--- src/rtl/thresh_pkg.sv ---
// Purpose: Shared constants for the overtemperature and ORing threshold compare block
// Assumes: Readings come from on-chip converter logic on the same clock
// Notes:   All scale figures are held in microvolts or nanovolts
//
// Behaviour
// - Compare the 8-bit overtemperature limit with the temperature reading at 0x1A.
// - Raise the overtemperature flag when the reading falls below the limit.
// - One limit code step is worth a nominal 3.04 mV on the input scale.
// - The temperature reading spans 0 V to 1.55 V.
// - The overtemperature flag has 16 mV of hysteresis; the code rounds this up to 6 limit codes, 18.24 mV.
// - A 2-bit field selects the precise ORing switch drop threshold.
// - Field value 00 means 0 mV; value 01 is reserved and not written; a write of 01 is taken and holds the precise flag low.
package thresh_pkg;

    // -----------------------------------------------------------------
    // Register map
    // -----------------------------------------------------------------
    localparam logic [7:0] ADDR_TEMP_READING = 8'h1A;
    localparam logic [7:0] ADDR_OT_LIMIT     = 8'h2F;
    localparam logic [7:0] ADDR_ORING_CTRL   = 8'h30;

    // Field layout of the ORing switch control register
    localparam int         PRECISE_SEL_MSB   = 7;
    localparam int         PRECISE_SEL_LSB   = 6;

    // Reset values
    localparam logic [7:0] OT_LIMIT_RESET    = 8'h03;
    localparam logic [7:0] ORING_CTRL_RESET  = 8'h00;
    localparam logic [7:0] RDATA_ZERO        = 8'h00;

    // Precise threshold selector codes
    localparam logic [1:0] SEL_ZERO_MV       = 2'h0;
    localparam logic [1:0] SEL_RESERVED      = 2'h1;
    localparam logic [1:0] SEL_LEVEL_A       = 2'h2;
    localparam logic [1:0] SEL_LEVEL_B       = 2'h3;

    // -----------------------------------------------------------------
    // Analog scale
    // -----------------------------------------------------------------
    localparam int LIMIT_LSB_NV   = 3040000;       // 3.04 mV per code
    localparam int TEMP_SPAN_UV   = 1550000;       // 1.55 V full span
    localparam int LIMIT_MIN_UV   = 9120;          // 9.12 mV lowest limit
    localparam int LIMIT_MAX_UV   = 760000;        // 760 mV highest limit
    localparam int HYST_UV        = 16000;         // 16 mV hysteresis

    // Reading width needed to cover the span at limit code resolution
    localparam int TEMP_CODES     = (TEMP_SPAN_UV * 1000) / LIMIT_LSB_NV;
    localparam int TEMP_W         = $clog2(TEMP_CODES + 1);

    // Hysteresis in codes, rounded up
    localparam int HYST_CODES     = (HYST_UV * 1000 + LIMIT_LSB_NV - 1) / LIMIT_LSB_NV;

    // Lowest and highest legal limit codes
    localparam int LIMIT_MIN_CODE = (LIMIT_MIN_UV * 1000) / LIMIT_LSB_NV;
    localparam int LIMIT_MAX_CODE = (LIMIT_MAX_UV * 1000) / LIMIT_LSB_NV;

endpackage

--- src/rtl/thresh_compare.sv ---
// Purpose: Overtemperature limit and precise ORing switch threshold compare
// Assumes: Register port and converter results are on clk_i
// Notes:   Reading register exposes the upper eight bits of the reading
//          Writes to the reading or to unmapped addresses are dropped
//          Reserved precise selector code holds the precise flag low
//          Flags are registered and move one cycle after a sample
`timescale 1ns/1ps

module thresh_compare #(
    parameter int         TW        = thresh_pkg::TEMP_W,
    parameter int         DW        = 10,
    parameter logic [9:0] LEVEL_A_MV = 10'h00A,
    parameter logic [9:0] LEVEL_B_MV = 10'h014
) (
    input  wire logic          clk_i,
    input  wire logic          nrst_i,
    // Register port
    input  wire logic [7:0]    reg_addr_i,
    input  wire logic          reg_wr_i,
    input  wire logic [7:0]    reg_wdata_i,
    input  wire logic          reg_rd_i,
    output logic [7:0]         reg_rdata_o,
    output logic               reg_rvalid_o,
    // Temperature converter result
    input  wire logic          temp_sense_valid_i,
    input  wire logic [TW-1:0] temp_sense_code_i,
    // Secondary current sense drop, signed millivolts
    input  wire logic          cs_drop_valid_i,
    input  wire logic signed [DW-1:0] cs_drop_mv_i,
    // Flags
    output logic               overtemp_flag_o,
    output logic               oring_switch_precise_flag_o
);

    // -----------------------------------------------------------------
    // Register writes
    // -----------------------------------------------------------------
    logic [7:0]    ot_limit_r;
    logic [7:0]    ot_limit_nxt;
    logic [7:0]    oring_ctrl_r;
    logic [7:0]    oring_ctrl_nxt;
    logic          wr_limit;
    logic          wr_ctrl;

    // Write strobe aimed at one register
    function automatic logic wr_hit(input logic       wr,
                                    input logic [7:0] addr,
                                    input logic [7:0] target);
        wr_hit = wr && (addr == target);
    endfunction

    // Only the limit and control registers take writes
    assign wr_limit = wr_hit(reg_wr_i, reg_addr_i, thresh_pkg::ADDR_OT_LIMIT);
    assign wr_ctrl  = wr_hit(reg_wr_i, reg_addr_i, thresh_pkg::ADDR_ORING_CTRL);

    // Next limit and control values
    always_comb
    begin
        ot_limit_nxt   = ot_limit_r;
        oring_ctrl_nxt = oring_ctrl_r;
        if (wr_limit)
            ot_limit_nxt = reg_wdata_i;
        if (wr_ctrl)
            oring_ctrl_nxt = reg_wdata_i;
    end

    // Limit and control registers
    always_ff @(posedge clk_i or negedge nrst_i)
    begin
        if (!nrst_i)
        begin
            ot_limit_r   <= thresh_pkg::OT_LIMIT_RESET;
            oring_ctrl_r <= thresh_pkg::ORING_CTRL_RESET;
        end
        else
        begin
            ot_limit_r   <= ot_limit_nxt;
            oring_ctrl_r <= oring_ctrl_nxt;
        end
    end

    // -----------------------------------------------------------------
    // Reading capture
    // -----------------------------------------------------------------
    logic [TW-1:0] reading_r;
    logic [TW-1:0] reading_nxt;

    // Latest converter result, read only from the bus
    always_comb
    begin
        reading_nxt = reading_r;
        if (temp_sense_valid_i)
            reading_nxt = temp_sense_code_i;
    end

    // Reading register
    always_ff @(posedge clk_i or negedge nrst_i)
    begin
        if (!nrst_i)
            reading_r <= '0;
        else
            reading_r <= reading_nxt;
    end

    // -----------------------------------------------------------------
    // Read data
    // -----------------------------------------------------------------
    logic [7:0]    rdata_r;
    logic [7:0]    rdata_nxt;
    logic          rvalid_r;
    logic          rvalid_nxt;

    // Byte view of the reading, top bits
    function automatic logic [7:0] reading_byte(input logic [TW-1:0] v);
        reading_byte = v[TW-1 -: 8];
    endfunction

    // Read mux; data holds until the next read
    always_comb
    begin
        rdata_nxt  = rdata_r;
        rvalid_nxt = reg_rd_i;
        if (reg_rd_i)
        begin
            case (reg_addr_i)
                thresh_pkg::ADDR_TEMP_READING: rdata_nxt = reading_byte(reading_r);
                thresh_pkg::ADDR_OT_LIMIT:     rdata_nxt = ot_limit_r;
                thresh_pkg::ADDR_ORING_CTRL:   rdata_nxt = oring_ctrl_r;
                default:                       rdata_nxt = thresh_pkg::RDATA_ZERO;
            endcase
        end
    end

    // Read data and valid registers
    always_ff @(posedge clk_i or negedge nrst_i)
    begin
        if (!nrst_i)
        begin
            rdata_r  <= thresh_pkg::RDATA_ZERO;
            rvalid_r <= 1'b0;
        end
        else
        begin
            rdata_r  <= rdata_nxt;
            rvalid_r <= rvalid_nxt;
        end
    end

    // Register port outputs
    assign reg_rdata_o  = rdata_r;
    assign reg_rvalid_o = rvalid_r;

    // -----------------------------------------------------------------
    // Overtemperature compare
    // -----------------------------------------------------------------
    // Hysteresis comparator on each fresh reading
    ot_hyst_compare #(
        .W         (TW),
        .HYST      (thresh_pkg::HYST_CODES)
    ) u_ot (
        .clk_i     (clk_i),
        .nrst_i    (nrst_i),
        .sample_i  (temp_sense_valid_i),
        .reading_i (temp_sense_code_i),
        .limit_i   (ot_limit_r),
        .flag_o    (overtemp_flag_o)
    );

    // -----------------------------------------------------------------
    // Precise ORing switch compare
    // -----------------------------------------------------------------
    logic [1:0]           precise_sel;
    logic signed [DW-1:0] precise_lvl;
    logic                 precise_ok;
    logic                 precise_r;
    logic                 precise_nxt;

    // Selector field of the control register
    assign precise_sel = oring_ctrl_r[thresh_pkg::PRECISE_SEL_MSB:thresh_pkg::PRECISE_SEL_LSB];

    // Threshold decode; reserved code disables the flag
    always_comb
    begin
        precise_ok  = 1'b1;
        case (precise_sel)
            thresh_pkg::SEL_ZERO_MV:  precise_lvl = '0;
            thresh_pkg::SEL_RESERVED:
            begin
                precise_lvl = '0;
                precise_ok  = 1'b0;
            end
            thresh_pkg::SEL_LEVEL_A:  precise_lvl = DW'(LEVEL_A_MV);
            thresh_pkg::SEL_LEVEL_B:  precise_lvl = DW'(LEVEL_B_MV);
            default:                  precise_lvl = '0;
        endcase
    end

    // -----------------------------------------------------------------
    // Precise ORing flag
    // -----------------------------------------------------------------

    // Flag follows each drop sample
    always_comb
    begin
        precise_nxt = precise_r;
        if (!precise_ok)
            precise_nxt = 1'b0;
        else if (cs_drop_valid_i)
            precise_nxt = (cs_drop_mv_i > precise_lvl);
    end

    // Precise flag register
    always_ff @(posedge clk_i or negedge nrst_i)
    begin
        if (!nrst_i)
            precise_r <= 1'b0;
        else
            precise_r <= precise_nxt;
    end

    // Flag output straight from its register
    assign oring_switch_precise_flag_o = precise_r;

endmodule // thresh_compare

--- src/rtl/ot_hyst_compare.sv ---
// Purpose: Hysteresis comparator for the overtemperature flag
// Assumes: Reading and limit are in the same code units
// Notes:   Flag sets below limit, clears above limit plus margin
`timescale 1ns/1ps

module ot_hyst_compare #(
    parameter int W      = thresh_pkg::TEMP_W,
    parameter int HYST   = thresh_pkg::HYST_CODES
) (
    input  wire logic         clk_i,
    input  wire logic         nrst_i,
    input  wire logic         sample_i,
    input  wire logic [W-1:0] reading_i,
    input  wire logic [7:0]   limit_i,
    output logic              flag_o
);

    logic         flag_r;
    logic         flag_nxt;
    logic [W:0]   release_lvl;
    logic [W:0]   reading_ext;

    // Limit plus margin, one bit wider so it never wraps
    assign release_lvl = (W+1)'(limit_i) + (W+1)'(HYST);
    assign reading_ext = {1'b0, reading_i};

    // Set on low reading, clear on reading above release level
    always_comb
    begin
        flag_nxt = flag_r;
        if (sample_i)
        begin
            if (reading_ext < (W+1)'(limit_i))
                flag_nxt = 1'b1;
            else if (reading_ext > release_lvl)
                flag_nxt = 1'b0;
        end
    end

    // Flag register
    always_ff @(posedge clk_i or negedge nrst_i)
    begin
        if (!nrst_i)
            flag_r <= 1'b0;
        else
            flag_r <= flag_nxt;
    end

    assign flag_o = flag_r;

endmodule // ot_hyst_compare

--- config.mk ---
export PLATFORM = sky130hd
export DESIGN_NAME = thresh_compare
export DESIGN_NICKNAME = d
export VERILOG_FILES = /design/src/rtl/thresh_pkg.sv /design/src/rtl/thresh_compare.sv /design/src/rtl/ot_hyst_compare.sv
export SDC_FILE = /design/constraint.sdc
export NUM_CORES = 1
export LEC_CHECK = 0
export BUFFER_PORTS_ARGS = -buffer_cell sky130_fd_sc_hd__buf_4
export CAP_MARGIN = 20
export CORE_ASPECT_RATIO = 1.4
export CORE_MARGIN = 8
export CORE_UTILIZATION = 55
export CTS_BUF_LIST = sky130_fd_sc_hd__clkbuf_8
export DETAILED_ROUTE_END_ITERATION = 6
export PLACE_DENSITY = 0.81
export RECOVER_POWER = 100
export SLEW_MARGIN = 5
export SYNTH_ARGS = -nofsm -noshare
export SYNTH_HDL_FRONTEND = slang
export SYNTH_SLANG_ARGS = --single-unit
--- constraint.sdc ---
create_clock -name clk_i -period 4.8 [get_ports clk_i]
set_input_delay 0.96 -clock clk_i [delete_from_list [all_inputs] [get_ports clk_i]]
set_output_delay 0.96 -clock clk_i [all_outputs]
set_load 0.005 [all_outputs]
==> flow_summary_export.csv <==
group,metric,value,unit
cts,cts_buffers,5,
synth,yosysMostFrequentCell,"dfrtp_1",
timing,whs,0.510,ns
run,max-cap-violations,1,
placed_design,gp_congestion,0.789,
timing,clock-skew-final,0.0119,ns
synth,syn_area,2070,um^2
cts,clockRootBuffer,"clkbuf_8",
pwr,powerDensity,259,nW/um^2
setup_path,cp-end-kind,"flip-flop",
drt,via_count,1665,
synth,yosys_warnings,0,
cts,cts_tree,"done",
drt,met1_length,1.74,mm
floorplan,initial_core_util,56.7,%
setup_path,cp_slowest_cell,"nor4_1",
synth,yosys.area.top_type_share,40.0,%
layout,diodes,0,
timing,setup_slack,1.78,ns
cts,cts_resized,0,
drt,top_layer,"met4",
layout,finalNonFillerCells,281,
synth,synth_cell_type_count,40,
cts,clock_sinks,35,
setup_path,rrSetupSlack,2.29,ns
pwr,p_leak,1.17,nW
floorplan,die_h,88.5,um
timing,hold_violations,0,
drt,first_pass_iters,5,
placed_design,placed_area,2490,um^2
cts,cts_hold_buf,0,
layout,fin_nets,300,
floorplan,core-area,3640,um^2
timing,setup_viol,0,
drt,drt_iter0_drc,58,
synth,synth_edf_count,0,
drt,routed_via_density,5.93,
floorplan,die_area,6000,um^2
cts,clkTransAtPathRegs,0.07,ns
setup_path,worstSetupPathType,"input port to flip-flop",
floorplan,die_x,67.8,um
timing,rsz0062_at_grt,"false",
setup_path,worst-path-buf-inv,1,
cts,clkLatencyLatePin,0.29,ns
grt,antenna_found_initial,0,
floorplan,num_rows,26,
min_path,holdCritStartpoint,"oring_ctrl_r[2]",
placed_design,pre_cts_slack,2.16,ns
synth,ys_ff_latch,35,
setup_path,r2r_end,"u_ot.flag_o",
synth,syn_nets,244,
timing,tightest_slew,1.79,ns
timing,maxSlewViolCount,36,
grt,grt_pass1_wl,7.40,mm
grt,grt_pass1_vias,1676,
placed_design,hpwlAfterDp,3.93,mm
grt,grtUsageTotal,16.1,%
timing,slew_headroom,-19.3,%
drt,routed_wl,4.73,mm
setup_path,cp_cell_sequence,"clkbuf_4 > nand4b_1 > nor4_1 > nand2_1 > mux2_2",
drt,drcViolationCount,0,
min_path,hold_path_class,"flip-flop to flip-flop",
setup_path,cp_max_fo,10,
timing,final.setup.tns,0,ns
drt,wl_per_cell,16.8,um
floorplan,io_pins,52,
pwr,peakVddDrop,0.000184,V
drt,wl_met2,2.46,mm
drt,antenna_left,0,
layout,post-route-util,69.7,%
cts,cts_buffer_depth,2,
setup_path,worstPathRequired,4.97,ns
synth,synth.largest_area_cell,"dfrtp_1",
synth,ys_seq_area_share,42.5,%
setup_path,ff2ff_path_depth,9,
layout,fin_area,2540,um^2
setup_path,rr_startpoint,"ot_limit_r[1]",
synth,async_flop_share,100,%
setup_path,max_stage_delay,1.01,ns
synth,synthTopCellsByArea,"dfrtp_1 (40%), mux2_2 (13%), ha_1 (13%)",
timing,min_period_over_period,62.9,%
run_status,outcome,"complete, but fails checks",
cts,cts_htree_levels,2,
setup_path,crit_family,"simple AND/OR/NAND/NOR gates",
synth,synth_flop_cell,"dfrtp_1",
min_path,whs_path_depth,1,
min_path,holdPathEnd,"oring_ctrl_r[2]",
timing,final.min_clock_period,3.02,ns
synth,synthTopCellsByCount,"dfrtp_1 (33), mux2_2 (24), inv_1 (23)",
setup_path,cp.arrival,3.19,ns
layout,drive_above_1_share,33.9,%
placed_design,port_buffers,51,
synth,avgSynthCellArea,11.4,um^2
cts,cts_setup_buffers,0,
setup_path,crit_cells,5,
timing,fmax,0.331,GHz
drt,met3WireLength,345,um
grt,overflow,0,
run_status,violations,"max-capacitance violations, max-slew violations",
synth,synth_cells,182,
placed_design,dp_cells,273,
setup_path,cp-start-kind,"input port",
layout,syn_to_final_growth,22.9,%
grt,grt_max_degree,36,
pwr,total_power,659,uW
cell families after synthesis:
family,synth area share [%]
AO/OA/AOI/OAI,14.7
XOR/XNOR,2.12
flip-flops,42.5
AND/OR/NAND/NOR,9.87
multiplexers,13.6
adder cells (fa/ha/maj),12.7
buffers and inverters,4.54
worst register-to-register path: cells and delay by family, from the launching register on:
family,cells,cell delay (ns)
flip-flops,1,0.65
AO/OA/AOI/OAI,2,0.61
adder cells (fa/ha/maj),2,0.59
AND/OR/NAND/NOR,3,0.38
buffers and inverters,1,0.13
XOR/XNOR,1,0.08
layout make-up:
cell class / count / area, um^2
fill: 308 / 1100
multi-input combinational: 122 / 1060
sequential: 35 / 878
timing repair buffer: 51 / 360
clock buffer: 7 / 96.3
inverter: 23 / 86.3
tap: 42 / 52.6
clock inverter: 1 / 7.51
routing by layer:
layer / vias up / GRT usage, %
li1: 798 / -
met1: 793 / 17.1
met2: 60 / 28.0
met3: 14 / 3.80
met4: 0 / 9.53
met5: - / 0
cells in the final DEF (no fill, tap or decap), types with 2 or more instances in the layout:
| cell type | count |
|---|---|
| mux2_2 | 24 |
| nor2b_1 | 3 |
| nand3_1 | 2 |
| a222oi_1 | 8 |
| xnor2_1 | 4 |
| o21a_1 | 2 |
| o2111ai_1 | 2 |
| dfrtp_1 | 33 |
| nor3_1 | 4 |
| clkbuf_4 | 12 |
| a211o_1 | 2 |
| buf_4 | 33 |
| clkbuf_1 | 6 |
| nand2_1 | 6 |
| inv_1 | 23 |
| a21oi_1 | 3 |
| o21ai_0 | 4 |
| a211oi_1 | 3 |
| nor2_1 | 7 |
| ha_1 | 21 |
| o221ai_1 | 2 |
| o22ai_1 | 8 |
| clkbuf_8 | 7 |
| nand4_1 | 2 |
worst max-delay path by stage:
| stage | start | end | slack [ns] |
|---|---|---|---|
| after floorplan | reg_addr_i[7] | oring_ctrl_r[0] | 2.43 |
| after global placement | reg_addr_i[7] | oring_ctrl_r[6] | 2.20 |
| after detailed placement | reg_addr_i[7] | oring_ctrl_r[1] | 2.16 |
| after CTS | ot_limit_r[1] | u_ot.flag_o | 2.38 |
| after global routing | reg_addr_i[4] | ot_limit_r[2] | 1.60 |
| final | reg_addr_i[4] | ot_limit_r[3] | 1.78 |
flip-flops by register name, summed over array words and instances, names as in the netlist:
name and cells:
reading_r 8, reg_rdata_o 8, ot_limit_r 8, u_ot.flag_o 1, reg_rvalid_o 1, oring_ctrl_r 8
oring_switch_precise_flag_o 1
power by group:
part	switching [mW]	internal, mW
logic	0.0462	0.0559
clock network	0.101	0.130
registers	0.0136	0.312
total	0.161	0.498
(Power assumes the default switching activity.)
